**src/common/dac_mux_pkg.sv**
```systemverilog
// Constants, register map and mode type for the dual-port converter input logic
package dac_mux_pkg;
    localparam int CLK_MHZ           = 25;
    localparam int DATA_W            = 14;
    localparam int PAIR_W            = 2 * DATA_W + 1;
    localparam int FIFO_DEPTH        = 8;
    localparam int LEVEL_W           = 4;
    localparam logic [13:0] CODE_MAX = 14'h3FFF;

    // Wishbone register map, byte addresses
    localparam int ADDR_W                = 8;
    localparam logic [7:0] CTRL_OFF      = 8'h00;
    localparam logic [7:0] STATUS_OFF    = 8'h04;
    localparam logic [7:0] CODE_OFF      = 8'h08;
    localparam logic [7:0] COUNT_OFF     = 8'h0C;

    // Control register fields
    localparam int CTRL_DRAIN_BIT        = 0;
    localparam logic CTRL_DRAIN_RESET    = 1'b1;

    // Status register fields
    localparam int ST_MODE_LSB           = 0;
    localparam int ST_MULT_OFF_BIT       = 2;
    localparam int ST_BAD_MODE_BIT       = 3;
    localparam int ST_OVERRUN_BIT        = 4;
    localparam int ST_UNDERRUN_BIT       = 5;
    localparam int ST_HALF_BIT           = 6;
    localparam int ST_LEVEL_LSB          = 8;

    // Alignment reset timing around an edge of the double-rate clock
    localparam int RESET_SETUP_NS        = 40;
    localparam int RESET_HOLD_NS         = 40;
    localparam int RESET_SETUP_CYC_RAW   = (RESET_SETUP_NS * CLK_MHZ + 999) / 1000;
    localparam int RESET_SETUP_CYC       = (RESET_SETUP_CYC_RAW < 1) ? 1 : RESET_SETUP_CYC_RAW;
    localparam int RESET_HOLD_CYC_RAW    = (RESET_HOLD_NS * CLK_MHZ) / 1000;
    localparam int RESET_HOLD_CYC        = (RESET_HOLD_CYC_RAW < 1) ? 1 : RESET_HOLD_CYC_RAW;

    // Converter latch to output pins
    localparam int OUTPUT_PROP_NS        = 40;
    localparam int OUTPUT_PROP_CYC_RAW   = (OUTPUT_PROP_NS * CLK_MHZ) / 1000;
    localparam int OUTPUT_PROP_CYC       = (OUTPUT_PROP_CYC_RAW < 1) ? 1 : OUTPUT_PROP_CYC_RAW;

    typedef enum logic [1:0] {
        MODE_INTERLEAVED,
        MODE_PORT1,
        MODE_PORT2,
        MODE_PROHIBITED
    } mode_type;
endpackage

```
**src/design/bit_sync.sv**
```systemverilog
// Two flip-flop synchroniser for a group of pin inputs
module bit_sync #(
    parameter int WIDTH = 1
) (
    input  wire logic             clk_i,
    input  wire logic             rst_i,
    input  wire logic [WIDTH-1:0] async_i,
    output logic      [WIDTH-1:0] sync_o
);
    logic [WIDTH-1:0] meta_q;

    always_ff @(posedge clk_i) begin
        if (rst_i) begin
            meta_q <= '0;
            sync_o <= '0;
        end else begin
            meta_q <= async_i;
            sync_o <= meta_q;
        end
    end
endmodule

```
**src/design/sample_fifo.sv**
```systemverilog
// Flip-flop FIFO with valid/ready on both sides
module sample_fifo #(
    parameter int WIDTH = 29,
    parameter int DEPTH = 8
) (
    input  wire logic                     clk_i,
    input  wire logic                     rst_i,
    input  wire logic                     in_valid_i,
    input  wire logic [WIDTH-1:0]         in_data_i,
    output logic                          in_ready_o,
    output logic                          out_valid_o,
    output logic      [WIDTH-1:0]         out_data_o,
    input  wire logic                     out_ready_i,
    output logic      [$clog2(DEPTH):0]   level_o
);
    localparam int AW = $clog2(DEPTH);

    logic [WIDTH-1:0] mem_q [DEPTH];
    logic [AW-1:0]    wr_ptr_q;
    logic [AW-1:0]    rd_ptr_q;
    logic [AW:0]      count_q;
    logic             push;
    logic             pop;

    assign in_ready_o  = (count_q != (AW+1)'(DEPTH));
    assign out_valid_o = (count_q != '0);
    assign out_data_o  = mem_q[rd_ptr_q];
    assign level_o     = count_q;
    assign push        = in_valid_i && in_ready_o;
    assign pop         = out_valid_o && out_ready_i;

    always_ff @(posedge clk_i) begin
        if (push) begin
            mem_q[wr_ptr_q] <= in_data_i;
        end
    end

    always_ff @(posedge clk_i) begin
        if (rst_i) begin
            wr_ptr_q <= '0;
            rd_ptr_q <= '0;
            count_q  <= '0;
        end else begin
            if (push) begin
                wr_ptr_q <= (wr_ptr_q == AW'(DEPTH - 1)) ? '0 : wr_ptr_q + 1'b1;
            end
            if (pop) begin
                rd_ptr_q <= (rd_ptr_q == AW'(DEPTH - 1)) ? '0 : rd_ptr_q + 1'b1;
            end
            if (push && !pop) begin
                count_q <= count_q + 1'b1;
            end else if (pop && !push) begin
                count_q <= count_q - 1'b1;
            end
        end
    end
endmodule

```
**src/design/dac_input_mux.sv**
```systemverilog
// Dual-port converter input multiplexer with the clock multiplier off, Wishbone register slave
// How it works
// - Multiplier supply pin low means multiplier off; external clock paces converter updates.
// - With multiplier off, the two select pins steer the input multiplexer.
// - Selects 00 interleaved, 01 port 1, 10 port 2; 11 is prohibited.
// - Interleaved mode divides the external clock by two; rising half-rate edge loads both latches.
// - Lock pin shows a delayed copy of the half-rate latch clock.
// - On alignment reset release the half-rate clock stands high.
// - First edge after release drives it low; second drives it high and loads latches.
// - Edge too close after release is skipped; the next edge toggles instead.
// - Single-port mode loads the selected port's latch on every edge.
// - Converter latch takes the input latch on the next edge; output follows one stage later.
// - Samples are unsigned 0..16383; true output is code, complement is 16383 minus code.
// - Straight binary, bit 13 most significant, bit 0 least significant.
// - Interleaved converter latch updates twice per input latch edge.
//
// Design decisions made here: the Wishbone slave port and the register offsets.
module dac_input_mux (
    input  wire logic        clk_i,
    input  wire logic        rst_i,
    input  wire logic        wb_cyc_i,
    input  wire logic        wb_stb_i,
    input  wire logic        wb_we_i,
    input  wire logic [7:0]  wb_adr_i,
    input  wire logic [3:0]  wb_sel_i,
    input  wire logic [31:0] wb_dat_i,
    output logic      [31:0] wb_dat_o,
    output logic             wb_ack_o,
    input  wire logic        ext_clk2x_i,
    input  wire logic        align_reset_i,
    input  wire logic        mode_select_hi_i,
    input  wire logic        mode_select_lo_i,
    input  wire logic        multiplier_supply_pin_i,
    input  wire logic [13:0] port1_data_i,
    input  wire logic [13:0] port2_data_i,
    output logic             lock_or_half_clock_out_o,
    output logic      [13:0] dac_code_o,
    output logic      [13:0] current_out_true_o,
    output logic      [13:0] current_out_comp_o
);
    localparam int SYNC_W = 5 + 2 * dac_mux_pkg::DATA_W;

    logic [SYNC_W-1:0]                   sync_s;
    logic                                clk2x_s;
    logic                                align_s;
    logic                                sel_hi_s;
    logic                                sel_lo_s;
    logic                                mult_on_s;
    logic [13:0]                         port1_s;
    logic [13:0]                         port2_s;
    logic                                clk2x_prev_q;
    dac_mux_pkg::mode_type               mode_d;
    dac_mux_pkg::mode_type               mode_q;
    logic [3:0]                          low_cnt_q;
    logic                                edge_2x;
    logic                                edge_ok;
    logic                                active;
    logic                                half_q;
    logic                                load_req;
    logic [13:0]                         port1_latch_q;
    logic [13:0]                         port2_latch_q;
    logic [dac_mux_pkg::PAIR_W-1:0]      push_word;
    logic                                fifo_in_ready;
    logic                                fifo_out_valid;
    logic [dac_mux_pkg::PAIR_W-1:0]      fifo_out_data;
    logic                                fifo_out_ready;
    logic [dac_mux_pkg::LEVEL_W-1:0]     fifo_level;
    logic                                pending_q;
    logic [13:0]                         pending_code_q;
    logic                                primed_q;
    logic [13:0]                         conv_q;
    logic                                drain_q;
    logic                                bad_mode_q;
    logic                                overrun_q;
    logic                                underrun_q;
    logic [31:0]                         load_count_q;
    logic                                wb_req;
    logic                                wb_wr;
    logic                                clr_ok;
    logic [31:0]                         status_word;
    logic [31:0]                         read_d;

    bit_sync #(
        .WIDTH (SYNC_W)
    ) pin_sync (
        .clk_i   (clk_i),
        .rst_i   (rst_i),
        .async_i ({ext_clk2x_i, align_reset_i, mode_select_hi_i, mode_select_lo_i,
                   multiplier_supply_pin_i, port1_data_i, port2_data_i}),
        .sync_o  (sync_s)
    );

    assign clk2x_s   = sync_s[SYNC_W-1];
    assign align_s   = sync_s[SYNC_W-2];
    assign sel_hi_s  = sync_s[SYNC_W-3];
    assign sel_lo_s  = sync_s[SYNC_W-4];
    assign mult_on_s = sync_s[SYNC_W-5];
    assign port1_s   = sync_s[27:14];
    assign port2_s   = sync_s[13:0];

    // Mode pins only steer the mux while the multiplier is off
    always_comb begin
        case ({sel_hi_s, sel_lo_s})
            2'b00:   mode_d = dac_mux_pkg::MODE_INTERLEAVED;
            2'b01:   mode_d = dac_mux_pkg::MODE_PORT1;
            2'b10:   mode_d = dac_mux_pkg::MODE_PORT2;
            default: mode_d = dac_mux_pkg::MODE_PROHIBITED;
        endcase
    end

    always_ff @(posedge clk_i) begin
        if (rst_i) begin
            mode_q       <= dac_mux_pkg::MODE_INTERLEAVED;
            clk2x_prev_q <= 1'b0;
        end else begin
            mode_q       <= mode_d;
            clk2x_prev_q <= clk2x_s;
        end
    end

    assign active  = !mult_on_s && (mode_q != dac_mux_pkg::MODE_PROHIBITED);
    assign edge_2x = clk2x_s && !clk2x_prev_q;
    // An edge counts only once the release has met the setup window
    assign edge_ok = edge_2x && active && !align_s
                     && (low_cnt_q >= 4'(dac_mux_pkg::RESET_SETUP_CYC));

    always_ff @(posedge clk_i) begin
        if (rst_i || align_s) begin
            low_cnt_q <= '0;
        end else if (low_cnt_q < 4'(dac_mux_pkg::RESET_SETUP_CYC)) begin
            low_cnt_q <= low_cnt_q + 4'h1;
        end
    end

    // Half-rate latch clock: divide-by-two of the external clock
    always_ff @(posedge clk_i) begin
        if (rst_i || align_s) begin
            half_q <= 1'b1;
        end else if (edge_ok) begin
            half_q <= !half_q;
        end
    end

    // Interleaved loads on the half-rate rise, single-port on every edge
    assign load_req = edge_ok && ((mode_q != dac_mux_pkg::MODE_INTERLEAVED) || !half_q);

    always_ff @(posedge clk_i) begin
        if (rst_i) begin
            port1_latch_q <= '0;
            port2_latch_q <= '0;
        end else if (load_req && fifo_in_ready) begin
            if (mode_q != dac_mux_pkg::MODE_PORT2) begin
                port1_latch_q <= port1_s;
            end
            if (mode_q != dac_mux_pkg::MODE_PORT1) begin
                port2_latch_q <= port2_s;
            end
        end
    end

    // Word layout: pair flag, second sample (port 1 when paired), first sample out
    always_comb begin
        if (mode_q == dac_mux_pkg::MODE_INTERLEAVED) begin
            push_word = {1'b1, port1_s, port2_s};
        end else if (mode_q == dac_mux_pkg::MODE_PORT1) begin
            push_word = {1'b0, port1_s, port1_s};
        end else begin
            push_word = {1'b0, port2_s, port2_s};
        end
    end

    assign fifo_out_ready = edge_ok && drain_q && !pending_q;

    sample_fifo #(
        .WIDTH (dac_mux_pkg::PAIR_W),
        .DEPTH (dac_mux_pkg::FIFO_DEPTH)
    ) sample_buf (
        .clk_i       (clk_i),
        .rst_i       (rst_i),
        .in_valid_i  (load_req),
        .in_data_i   (push_word),
        .in_ready_o  (fifo_in_ready),
        .out_valid_o (fifo_out_valid),
        .out_data_o  (fifo_out_data),
        .out_ready_i (fifo_out_ready),
        .level_o     (fifo_level)
    );

    // Converter latch: one sample per external edge
    always_ff @(posedge clk_i) begin
        if (rst_i) begin
            conv_q         <= '0;
            pending_q      <= 1'b0;
            pending_code_q <= '0;
        end else if (edge_ok && drain_q) begin
            if (pending_q) begin
                conv_q    <= pending_code_q;
                pending_q <= 1'b0;
            end else if (fifo_out_valid) begin
                conv_q         <= fifo_out_data[13:0];
                pending_q      <= fifo_out_data[dac_mux_pkg::PAIR_W-1];
                pending_code_q <= fifo_out_data[27:14];
            end
        end
    end

    always_ff @(posedge clk_i) begin
        if (rst_i || align_s) begin
            primed_q <= 1'b0;
        end else if (load_req && fifo_in_ready) begin
            primed_q <= 1'b1;
        end
    end

    // Output stage after the converter latch
    always_ff @(posedge clk_i) begin
        if (rst_i) begin
            dac_code_o         <= '0;
            current_out_true_o <= '0;
            current_out_comp_o <= dac_mux_pkg::CODE_MAX;
        end else begin
            dac_code_o         <= conv_q;
            current_out_true_o <= conv_q;
            current_out_comp_o <= dac_mux_pkg::CODE_MAX - conv_q;
        end
    end

    always_ff @(posedge clk_i) begin
        if (rst_i) begin
            lock_or_half_clock_out_o <= 1'b0;
        end else begin
            lock_or_half_clock_out_o <= !mult_on_s && half_q;
        end
    end

    // Wishbone slave: one wait state, every access acknowledged
    assign wb_req = wb_cyc_i && wb_stb_i && !wb_ack_o;
    // Writes land at the edge where the master samples ack high
    assign wb_wr  = wb_cyc_i && wb_stb_i && wb_ack_o && wb_we_i && wb_sel_i[0];
    assign clr_ok = wb_wr && (wb_adr_i == dac_mux_pkg::STATUS_OFF);

    always_ff @(posedge clk_i) begin
        if (rst_i) begin
            wb_ack_o <= 1'b0;
        end else begin
            wb_ack_o <= wb_req;
        end
    end

    always_ff @(posedge clk_i) begin
        if (rst_i) begin
            drain_q <= dac_mux_pkg::CTRL_DRAIN_RESET;
        end else if (wb_wr && (wb_adr_i == dac_mux_pkg::CTRL_OFF)) begin
            drain_q <= wb_dat_i[dac_mux_pkg::CTRL_DRAIN_BIT];
        end
    end

    // Sticky flags: write one clears, a new event in the same cycle wins
    always_ff @(posedge clk_i) begin
        if (rst_i) begin
            bad_mode_q <= 1'b0;
            overrun_q  <= 1'b0;
            underrun_q <= 1'b0;
        end else begin
            if (!mult_on_s && (mode_q == dac_mux_pkg::MODE_PROHIBITED)) begin
                bad_mode_q <= 1'b1;
            end else if (clr_ok && wb_dat_i[dac_mux_pkg::ST_BAD_MODE_BIT]) begin
                bad_mode_q <= 1'b0;
            end
            if (load_req && !fifo_in_ready) begin
                overrun_q <= 1'b1;
            end else if (clr_ok && wb_dat_i[dac_mux_pkg::ST_OVERRUN_BIT]) begin
                overrun_q <= 1'b0;
            end
            if (fifo_out_ready && !fifo_out_valid && primed_q) begin
                underrun_q <= 1'b1;
            end else if (clr_ok && wb_dat_i[dac_mux_pkg::ST_UNDERRUN_BIT]) begin
                underrun_q <= 1'b0;
            end
        end
    end

    always_ff @(posedge clk_i) begin
        if (rst_i) begin
            load_count_q <= '0;
        end else if (load_req && fifo_in_ready) begin
            load_count_q <= load_count_q + 32'h1;
        end
    end

    always_comb begin
        status_word = '0;
        status_word[dac_mux_pkg::ST_MODE_LSB +: 2]    = mode_q;
        status_word[dac_mux_pkg::ST_MULT_OFF_BIT]     = !mult_on_s;
        status_word[dac_mux_pkg::ST_BAD_MODE_BIT]     = bad_mode_q;
        status_word[dac_mux_pkg::ST_OVERRUN_BIT]      = overrun_q;
        status_word[dac_mux_pkg::ST_UNDERRUN_BIT]     = underrun_q;
        status_word[dac_mux_pkg::ST_HALF_BIT]         = half_q;
        status_word[dac_mux_pkg::ST_LEVEL_LSB +: 4]   = fifo_level;
    end

    always_comb begin
        if (wb_adr_i == dac_mux_pkg::CTRL_OFF) begin
            read_d = {31'h0, drain_q};
        end else if (wb_adr_i == dac_mux_pkg::STATUS_OFF) begin
            read_d = status_word;
        end else if (wb_adr_i == dac_mux_pkg::CODE_OFF) begin
            read_d = {18'h0, conv_q};
        end else if (wb_adr_i == dac_mux_pkg::COUNT_OFF) begin
            read_d = load_count_q;
        end else begin
            read_d = 32'h0;
        end
    end

    always_ff @(posedge clk_i) begin
        if (rst_i) begin
            wb_dat_o <= '0;
        end else if (wb_req && !wb_we_i) begin
            wb_dat_o <= read_d;
        end
    end
endmodule

```
**config.mk**
```make
export PLATFORM = sky130hd
export DESIGN_NAME = dac_input_mux
export DESIGN_NICKNAME = d
export VERILOG_FILES = /design/src/common/dac_mux_pkg.sv /design/src/design/bit_sync.sv /design/src/design/sample_fifo.sv /design/src/design/dac_input_mux.sv
export SDC_FILE = /design/constraint.sdc
export NUM_CORES = 1
export LEC_CHECK = 0
export BUFFER_PORTS_ARGS = -buffer_cell sky130_fd_sc_hd__buf_2
export CAP_MARGIN = 40
export CORE_MARGIN = 4
export CORE_UTILIZATION = 45
export CTS_BUF_LIST = sky130_fd_sc_hd__clkbuf_16
export DETAILED_ROUTE_END_ITERATION = 10
export GPL_ROUTABILITY_DRIVEN = 0
export HOLD_SLACK_MARGIN = 0.03
export PLACE_DENSITY = 0.74
export SLEW_MARGIN = 10
export SYNTH_ARGS = -nofsm -noshare
export SYNTH_HDL_FRONTEND = slang
export SYNTH_SLANG_ARGS = --single-unit
```
**constraint.sdc**
```tcl
create_clock -name clk_i -period 4.43 [get_ports clk_i]
set_input_delay 0.6645 -clock clk_i [delete_from_list [all_inputs] [get_ports clk_i]]
set_output_delay 0.6645 -clock clk_i [all_outputs]
set_load 0.03 [all_outputs]
```
==> PnR_summary.wiki, run 1 <==
{| class="wikitable"
! Metric !! Value
|-
| Global router's overall resource usage || roughly 17%
|-
| Min setup slack post-route || between 1000 and 1500 ps
|-
| Part of the cycle the worst path needs || 75.5%
|-
| First-pass detailed-route iteration total || 5
|-
| Post-DR wirelength/cell || approximately 19 um
|-
| Synthesized netlist net count || around 1300
|-
| Timing-limited maximum frequency || between 0.2 and 0.3 GHz
|-
| Async S/R FF share, synth || 0%
|-
| Later-pin clock latency in the skew report || around 560 ps
|-
| Mapped cell area || approximately 0.017 mm^2
|-
| Setup total negative slack || 0 ps
|-
| Kind of end point of the critical path || flip-flop
|-
| Areal power density over the cells || around 430 mW/mm^2
|-
| Outcome || complete, no violations
|-
| Die Y-Extent || between 200 and 250 um
|-
| Setup Viol. Count Final || 0
|-
| Hold Fails Final Rpt || 0
|-
| Antenna diodes || 0
|-
| First-pass GRT wire length || between 50000 and 60000 um
|-
| H-tree Lvls || 2
|-
| Residual DRC || 0
|-
| Seq/Total Area, Yosys || 66.8%
|-
| Cell variety after synth || 60
|-
| Routed length on met2 || 15600 um
|-
| Number of global-route vias before repair || ~9600
|-
| Critical Path AT || about 3800 ps
|-
| Pre-CTS setup slack || roughly 1000 ps
|-
| Total wire length after detailed routing || approximately 35000 um
|-
| Worst slew pin tran || approximately 980 ps
|-
| CTS Buffer Depth || 3
|-
| Setup repair after global routing missed its margin || false
|-
| Total congestion overflow after global routing || 0
|-
| Overall power consumption || approximately 8.4 mW
|-
| Vias after detailed routing || 9960
|-
| Final critical path time including I/O delays and setup || between 3000 and 4000 ps
|-
| Number of buffers added by the clock tree synthesis step || 44
|-
| Static leakage || 6.98 nW
|-
| EDFF count, synth || about 230
|-
| Main synth FF type || sky130_fd_sc_hd__edfxtp_1
|-
| Die Footprint || 0.0407 mm^2
|-
| Largest net degree at the start of global routing || 83
|-
| M1 wire length || roughly 16000 um
|-
| Number of nets in the final layout || approximately 1400
|-
| Post-CTS Setup Inserts || 0
|-
| Max-capacitance violation count || 0
|-
| Number of cells produced by synthesis || ~1200
|-
| Count of cells resized by post-cts repair || 0
|-
| Clock root cell || sky130_fd_sc_hd__clkbuf_16
|-
| Share of final-layout standard cells stronger than drive strength 1 || 23.7%
|-
| Post-detailed-placement half-perimeter wirelength || between 20000 and 25000 um
|-
| CORE AREA || approximately 0.037 mm^2
|-
| Count of state elements after synthesis || around 450
|-
| Critical path required time || roughly 4900 ps
|-
| Starting density of the core || between 40% and 50%
|-
| Clock Sink Count || 447
|-
| Most frequent standard cell in the layout excluding fill and tap cells || sky130_fd_sc_hd__edfxtp_1
|-
| Clock Skew || slightly below 20 ps
|-
| Count of nets left with antenna violations after detail routing || 0
|-
| Number of antenna violations at the first check in global routing || 1
|-
| Max Transition Viols Final || 0
|-
| Post-synthesis average cell area || about 14 um^2
|-
| Commonest cells after routing, fill and taps aside || sky130_fd_sc_hd__edfxtp_1 (232), sky130_fd_sc_hd__dfxtp_1 (213), sky130_fd_sc_hd__buf_2 (125), sky130_fd_sc_hd__nor2_1 (98), sky130_fd_sc_hd__nor2b_1 (70)
|-
| Clock tree from TritonCTS || yes
|-
| Die width || 202 um
|-
| Remaining max-slew budget at the tightest pin || 33.2%
|-
| Count of routing violations after the opening detailed-route iteration || roughly 730
|-
| Number of I/O port buffers || between 100 and 150
|-
| Max IR drop VDD || roughly 0.34 mV
|-
| Post-synthesis to final-layout area growth || 14.8%
|-
| Highest net fanout along the worst path || 33
|-
| Clock input transition at the sequential cells of the worst setup and hold paths || around 60 ps
|-
| Category of the critical setup timing path || flip-flop to flip-flop
|-
| Met3 Routed Length || roughly 2400 um
|-
| Cts hold-fix bufs || 0
|-
| Yosys warns || 0
|-
| Classification of the worst-slack hold path || input port to flip-flop
|-
| Kind of start point of the critical path || flip-flop
|-
| Rows || 70
|-
| Detail-routed via count per cell || 5.45
|-
| Top-level I/O count || roughly 160
|-
| Top Layer Used || met4
|}
## critical path, stage by stage (launching register included)
cell	delay (ps)
sky130_fd_sc_hd__dfxtp_1	340
sky130_fd_sc_hd__inv_1	70
sky130_fd_sc_hd__ha_1	180
sky130_fd_sc_hd__or4b_4	490
sky130_fd_sc_hd__and3_1	260
sky130_fd_sc_hd__and3_4	220
sky130_fd_sc_hd__clkinv_4	230
sky130_fd_sc_hd__ha_1	240
sky130_fd_sc_hd__inv_1	100
sky130_fd_sc_hd__ha_1	280
sky130_fd_sc_hd__a21o_1	180
sky130_fd_sc_hd__a21oi_1	170
sky130_fd_sc_hd__xnor2_1	90
sky130_fd_sc_hd__or3_1	300
sky130_fd_sc_hd__a21oi_1	140
## sequential cells by signal, indices dropped and copies added (netlist names), 4 cells and up, named ones only
signal and count:
load_count_q 32, current_out_comp_o 14, pending_code_q 14, sample_buf.mem_q 232
conv_q 14, wb_dat_o 32, pin_sync.sync_o 33, current_out_true_o 14
pin_sync.meta_q 33, sample_buf.level_o 4, low_cnt_q 4
## kinds of logic after synthesis
| family | count (synthesis) | synth area share [%] |
|---|---|---|
| simple gates | 354 | 11.0 |
| fa+ha+maj | 12 | 0.934 |
| flops | 447 | 66.8 |
| mux | 87 | 9.64 |
| xor+xnor | 19 | 0.986 |
| compound gates | 169 | 7.09 |
| buf+inv | 127 | 3.59 |
## cell usage after synthesis (10+ instances only)
library cell,n,area (um^2)
sky130_fd_sc_hd__edfxtp_1,232,6970
sky130_fd_sc_hd__dfxtp_1,215,4300
sky130_fd_sc_hd__nor2_1,101,379
sky130_fd_sc_hd__nor2b_1,70,438
sky130_fd_sc_hd__nand2_1,62,233
sky130_fd_sc_hd__mux4_2,59,1330
sky130_fd_sc_hd__a21oi_1,47,235
sky130_fd_sc_hd__clkbuf_1,46,173
sky130_fd_sc_hd__inv_1,39,146
sky130_fd_sc_hd__a22oi_1,30,225
sky130_fd_sc_hd__o21ai_0,21,105
sky130_fd_sc_hd__or3_1,20,125
sky130_fd_sc_hd__nand2b_1,18,113
sky130_fd_sc_hd__buf_2,17,85.1
sky130_fd_sc_hd__buf_4,16,120
sky130_fd_sc_hd__nor3_1,16,80.1
sky130_fd_sc_hd__a21o_1,15,113
sky130_fd_sc_hd__mux2_2,15,169
sky130_fd_sc_hd__nand3_1,15,75.1
sky130_fd_sc_hd__a2111oi_0,14,123
sky130_fd_sc_hd__o22ai_1,14,87.6
sky130_fd_sc_hd__mux2i_1,13,130
sky130_fd_sc_hd__xnor2_1,13,114
sky130_fd_sc_hd__a221oi_2,12,180
sky130_fd_sc_hd__ha_1,11,138
sky130_fd_sc_hd__or4_1,10,75.1
## power by group
part	switching, mW	internal, mW	total, mW
registers	0.0231	4.40	4.43
clock network	1.54	2.15	3.68
logic	0.170	0.110	0.280
## routing by layer
layer / vias up / track usage (%)
met5: - / 0
met4: 0 / 3.86
met3: 56 / 3.24
met2: 366 / 26.2
met1: 4857 / 24.2
li1: 4681 / -
## stage by stage
step	instances	utilization [%]	instance area, um^2	hold WS (ps)
after detailed placement	1746	48.7	17900	406
final	1829	52.7	19400	311
after CTS	1827	52.6	19400	286
after global placement	1744	48.6	17900	408
after floorplan	1215	-	16900	388
after global routing	1829	52.7	19400	294
## area by class of cell
| cell class | count | area (um^2) |
|---|---|---|
| fillers | 3009 | 17400 |
| multi-input cells | 641 | 5050 |
| repair buffers | 152 | 882 |
| clock inverters | 36 | 315 |
| clock buffers | 45 | 1130 |
| inverters | 40 | 155 |
| well taps | 468 | 586 |
| flip-flops and latches | 447 | 11300 |
## final timing paths
path / to / from / slack [ps] / depth (start not counted)
setup / recovery: sample_buf.level_o[3]$_SDFFE_PP0P_ / low_cnt_q[1]$_SDFFE_PP0N_ / 1080 / 14
hold / removal: pin_sync.meta_q[11]$_SDFF_PP0_ / port2_data_i[11] / 310 / 2
setup reg to reg: sample_buf.level_o[3]$_SDFFE_PP0P_ / low_cnt_q[1]$_SDFFE_PP0N_ / 1080 / 14
hold reg to reg: pin_sync.sync_o[25]$_SDFF_PP0_ / pin_sync.meta_q[25]$_SDFF_PP0_ / 420 / 1
(Power assumes the default switching activity.)
==> inputs of run 2 (changes only) <==
--- a/config.mk
+++ b/config.mk
@@ -5,6 +5,7 @@
 export SDC_FILE = /design/constraint.sdc
 export NUM_CORES = 1
 export LEC_CHECK = 0
+export ABC_AREA = 1
 export BUFFER_PORTS_ARGS = -buffer_cell sky130_fd_sc_hd__buf_2
 export CAP_MARGIN = 40
 export CORE_MARGIN = 4
@@ -13,7 +14,7 @@
 export DETAILED_ROUTE_END_ITERATION = 10
 export GPL_ROUTABILITY_DRIVEN = 0
 export HOLD_SLACK_MARGIN = 0.03
-export PLACE_DENSITY = 0.74
+export PLACE_DENSITY = 0.71
 export SLEW_MARGIN = 10
 export SYNTH_ARGS = -nofsm -noshare
 export SYNTH_HDL_FRONTEND = slang
==> constraint.sdc (replaced) <==
create_clock -name clk_i -period 3.1 [get_ports clk_i]
set_input_delay 0.465 -clock clk_i [delete_from_list [all_inputs] [get_ports clk_i]]
set_output_delay 0.465 -clock clk_i [all_outputs]
set_load 0.03 [all_outputs]
==> run 2 against run 1 <==
Fmax rose by 26%; area after synthesis rose by 7.0%; via count rose by 36%; worst hold slack got worse by 240 ps; routed wire length rose by 23%; clock-buffer cell count rose by 1; final area rose by 6.4%; critical endpoint unchanged; highest routed layer unchanged.
==> PnR_summary.wiki, run 2 <==
{| class="wikitable"
! Metric !! Value
|-
| Count of nets left with antenna violations after detail routing || 0 (unchanged)
|-
| Count of state elements after synthesis || 447 (unchanged)
|-
| Number of I/O port buffers || 126 (unchanged)
|-
| Fraction of power spent switching nets || 22.2% (+1.5 points)
|-
| Clock Sink Count || 447 (unchanged)
|-
| Rows || 73 (+4.3%)
|-
| First-pass GRT wire length || 67300 um (+24%)
|-
| Critical Path AT || 3120 ps (-710 ps)
|-
| Total congestion overflow after global routing || 0 (unchanged)
|-
| Area after DPL || 0.0192 mm^2 (+7.4%)
|-
| Post-synthesis xor/xnor area fraction || 0.631% (-0.36 points)
|-
| Setup repair after global routing missed its margin || false
|-
| Total wire length after detailed routing || 42500 um (+23%)
|-
| Area fraction in and, or, nand and nor cells after synthesis || 19.6% (+8.6 points)
|-
| Share of total power in combinational logic || 4.0% (+0.7 points)
|-
| Max Transition Viols Final || 0 (unchanged)
|-
| Number of cells in the finished layout apart from fillers || 2648 (+45%)
|-
| Clock network power share || 42.6% (-1.3 points)
|-
| Static leakage || 8.15 nW (+17%)
|-
| Dominant combinational cell family by area after synthesis || simple AND/OR/NAND/NOR gates
|-
| Count of routing violations after the opening detailed-route iteration || 1112 (+52%)
|-
| Starting density of the core || 45.4% (-0.44 points)
|-
| Cell variety after synth || 37 (-38%)
|-
| Number of cells produced by synthesis || 1983 (+63%)
|-
| Post-CTS Setup Inserts || 0 (unchanged)
|-
| EDFF count, synth || 232 (unchanged)
|-
| Most common cell in the synthesized netlist || sky130_fd_sc_hd__nand2_1
|-
| Later-pin clock latency in the skew report || 590 ps (+30 ps)
|-
| Residual DRC || 0 (unchanged)
|-
| Classification of the worst-slack hold path || input port to flip-flop
|-
| Synthesized netlist net count || 2077 (+59%)
|-
| Kind of end point of the critical path || flip-flop
|-
| Global router's overall resource usage || 19.1% (+2.4 points)
|-
| Top cells by area, synth || sky130_fd_sc_hd__edfxtp_1 (39%), sky130_fd_sc_hd__dfxtp_1 (24%), sky130_fd_sc_hd__nand2_1 (8.3%)
|-
| Highest net fanout along the worst path || 9 (-73%)
|-
| # placed instances || 2564 (+47%)
|-
| Synthesized-area fraction occupied by adder cells || 0.873% (-0.061 points)
|-
| Cell internal power dissipation || 9.22 mW (+39%)
|-
| Outcome || complete, no violations
|-
| Relative contribution of sequential cells to total power || 53.4% (+0.7 points)
|-
| Vias after detailed routing || 13500 (+36%)
|-
| Area occupied by multi-input gates || 0.00557 mm^2 (+10%)
|-
| Async S/R FF share, synth || 0% (unchanged)
|-
| Worst slew pin tran || 887 ps (-89.6 ps)
|-
| Areal power density over the cells || 574 mW/mm^2 (+33%)
|-
| Most frequent standard cell in the layout excluding fill and tap cells || sky130_fd_sc_hd__nand2_1
|-
| Kind of start point of the critical path || flip-flop
|-
| Max-capacitance violation count || 0 (unchanged)
|-
| Final core utilization || 51.9% (-0.77 points)
|-
| Mapped cell area || 0.0181 mm^2 (+7.0%)
|-
| Commonest cells after routing, fill and taps aside || sky130_fd_sc_hd__nand2_1 (397), sky130_fd_sc_hd__nor2_1 (378), sky130_fd_sc_hd__edfxtp_1 (232), sky130_fd_sc_hd__dfxtp_1 (214), sky130_fd_sc_hd__inv_1 (201)
|-
| Seq/Total Area, Yosys || 62.4% (-4.4 points)
|-
| Clock input transition at the sequential cells of the worst setup and hold paths || 60 ps (about the same)
|-
| Share of cell area taken by muxes after synthesis || 0% (-9.6 points)
|-
| Storage element area || 0.0113 mm^2 (about the same)
|-
| Final hold slack || 71.9 ps (-240 ps)
|-
| Share of final-layout standard cells stronger than drive strength 1 || 12.2% (-12 points)
|-
| Critical path required time || 3570 ps (-1350 ps)
|-
| Final critical path time including I/O delays and setup || 2660 ps (-691 ps)
|-
| Clock Skew || 30.6 ps (+11.1 ps)
|-
| Part of the cycle the worst path needs || 85.6% (+10 points)
|-
| Largest registers in the final layout || sample_buf.mem_q: 232 flops, pin_sync.meta_q: 33 flops, pin_sync.sync_o: 33 flops
|-
| Leading area contributor after synthesis || sky130_fd_sc_hd__edfxtp_1
|-
| Commonest cells in the netlist || sky130_fd_sc_hd__nand2_1 (397), sky130_fd_sc_hd__nor2_1 (380), sky130_fd_sc_hd__edfxtp_1 (232)
|-
| Antenna diodes || 0 (unchanged)
|-
| Number of antenna violations at the first check in global routing || 0 (-1)
|-
| Largest net degree at the start of global routing || 89 (+7.2%)
|-
| Number of nets in the final layout || 2181 (+54%)
|-
| Setup Viol. Count Final || 0 (unchanged)
|-
| Top-level I/O count || 158 (unchanged)
|-
| Post-DR wirelength/cell || 16.1 um (-15%)
|-
| Post-detailed-placement half-perimeter wirelength || 26200 um (+19%)
|-
| Remaining max-slew budget at the tightest pin || 40.2% (+7.0 points)
|-
| Detail-routed via count per cell || 5.11 (-6.2%)
|-
| Post-synthesis to final-layout area growth || 14.3%
|-
| Number of buffers added by the clock tree synthesis step || 45 (+2.3%)
|-
| Cts hold-fix bufs || 0 (unchanged)
|-
| Fin area || 0.0206 mm^2 (+6.4%)
|-
| Die Y-Extent || 208 um (+3.3%)
|-
| Switching power of the nets || 2.63 mW (+52%)
|-
| Main synth FF type || sky130_fd_sc_hd__edfxtp_1
|-
| Max IR drop VDD || 0.405 mV (+19%)
|-
| Flip-flop count of the largest register after layout || 232 (unchanged)
|-
| Number of global-route vias before repair || 12700 (+32%)
|-
| Category of the critical setup timing path || flip-flop to flip-flop
|-
| Share of the synthesized area in the top cell type || 38.6% (-2.7 points)
|-
| Timing-limited maximum frequency || 0.377 GHz (+26%)
|-
| Clock tree from TritonCTS || yes
|-
| Largest reg by FF count || sample_buf.mem_q
|-
| Die width || 208 um (+3.3%)
|-
| Compound-Gate Fraction of Synth Area || 9.49% (+2.4 points)
|-
| Filler Cell Count || 3582 (+19%)
|-
| Worst Reg2Reg Path Length in Cells || 13 (-1)
|-
| Clock root cell || sky130_fd_sc_hd__clkbuf_16
|-
| Hold Fails Final Rpt || 0 (unchanged)
|-
| H-tree Lvls || 2 (unchanged)
|-
| Post-synthesis average cell area || 9.11 um^2 (-34%)
|-
| CORE AREA || 0.0397 mm^2 (+8.0%)
|-
| CTS Buffer Depth || 3 (unchanged)
|-
| First-pass detailed-route iteration total || 6 (+1)
|-
| Number of instances on the worst hold path || 3 (+1)
|-
| Setup total negative slack || 0 ps (unchanged)
|-
| Count of cells resized by post-cts repair || 0 (unchanged)
|-
| Die Footprint || 0.0434 mm^2 (+6.7%)
|-
| Yosys warns || 0 (unchanged)
|}
[run 2: path summary, 6_finish.rpt]
check / start / to / slack, ps
hold reg to reg: pin_sync.meta_q[5]$_SDFF_PP0_ / pin_sync.sync_o[5]$_SDFF_PP0_ / 400
hold / removal: port2_data_i[0] / pin_sync.meta_q[0]$_SDFF_PP0_ / 70
setup reg to reg: mode_q[1]$_SDFF_PP0_ / sample_buf.level_o[3]$_SDFFE_PP0P_ / 440
setup / recovery: mode_q[1]$_SDFF_PP0_ / sample_buf.level_o[3]$_SDFFE_PP0P_ / 440
[run 2: area by class of cell]
cell class	instances	area share [%]
Timing Repair Buffer	169	5.03
Tap cell	525	3.18
Inverter	189	3.44
Sequential cell	447	54.6
Clock buffer	46	5.58
Multi-Input combinational cell	1235	27.0
Clock inverter	37	1.15
[run 2: routing by layer]
metal	global-route usage, %	wire, um	vias up
met3	2.67	2870	71
met2	30.8	19700	436
met4	7.00	1270	0
met1	26.4	18700	6364
met5	0	0	-
li1	-	-	6657
[run 2: logic make-up (layout without fill, tap and decap cells)]
group | Yosys count | count (layout)
AO/OA/AOI/OAI | 323 | 323
XOR/XNOR | 13 | 13
adder cells (fa/ha/maj) | 12 | 12
buffers and inverters | 301 | 441
flip-flops | 447 | 447
AND/OR/NAND/NOR | 887 | 887
[run 2: critical path, stage by stage, from the launching register on]
cell                      delay [ps]
sky130_fd_sc_hd__dfxtp_1         350
sky130_fd_sc_hd__nor2_1          440
sky130_fd_sc_hd__nand2_1         210
sky130_fd_sc_hd__nand4_4         160
sky130_fd_sc_hd__inv_2            70
sky130_fd_sc_hd__ha_1            170
sky130_fd_sc_hd__inv_1           140
sky130_fd_sc_hd__ha_1            290
sky130_fd_sc_hd__a21oi_1         140
sky130_fd_sc_hd__nand2_1          70
sky130_fd_sc_hd__o21ai_0         290
sky130_fd_sc_hd__nand2_1         100
sky130_fd_sc_hd__nand2_1          70
sky130_fd_sc_hd__nor2_1           40
[run 2: power by group through the flow]
stage / clock, mW / combinational (mW) / sequential (mW)
3_5_place_dp: 0 / 0.477 / 6.45
6_report: 5.04 / 0.479 / 6.33
2_1_floorplan: 0 / 0.292 / 6.47
5_1_grt: 5.39 / 0.543 / 6.33
3_3_place_gp: 0 / 0.456 / 6.45
4_1_cts: 5.15 / 0.479 / 6.33
[run 2: per-stage QoR]
stage               power, mW  worst slack (ps)
finish                   11.8               445
global route             12.3               185
CTS                      12.0               515
detailed placement       6.93               538
global placement         6.91               562
floorplan                6.77              -558
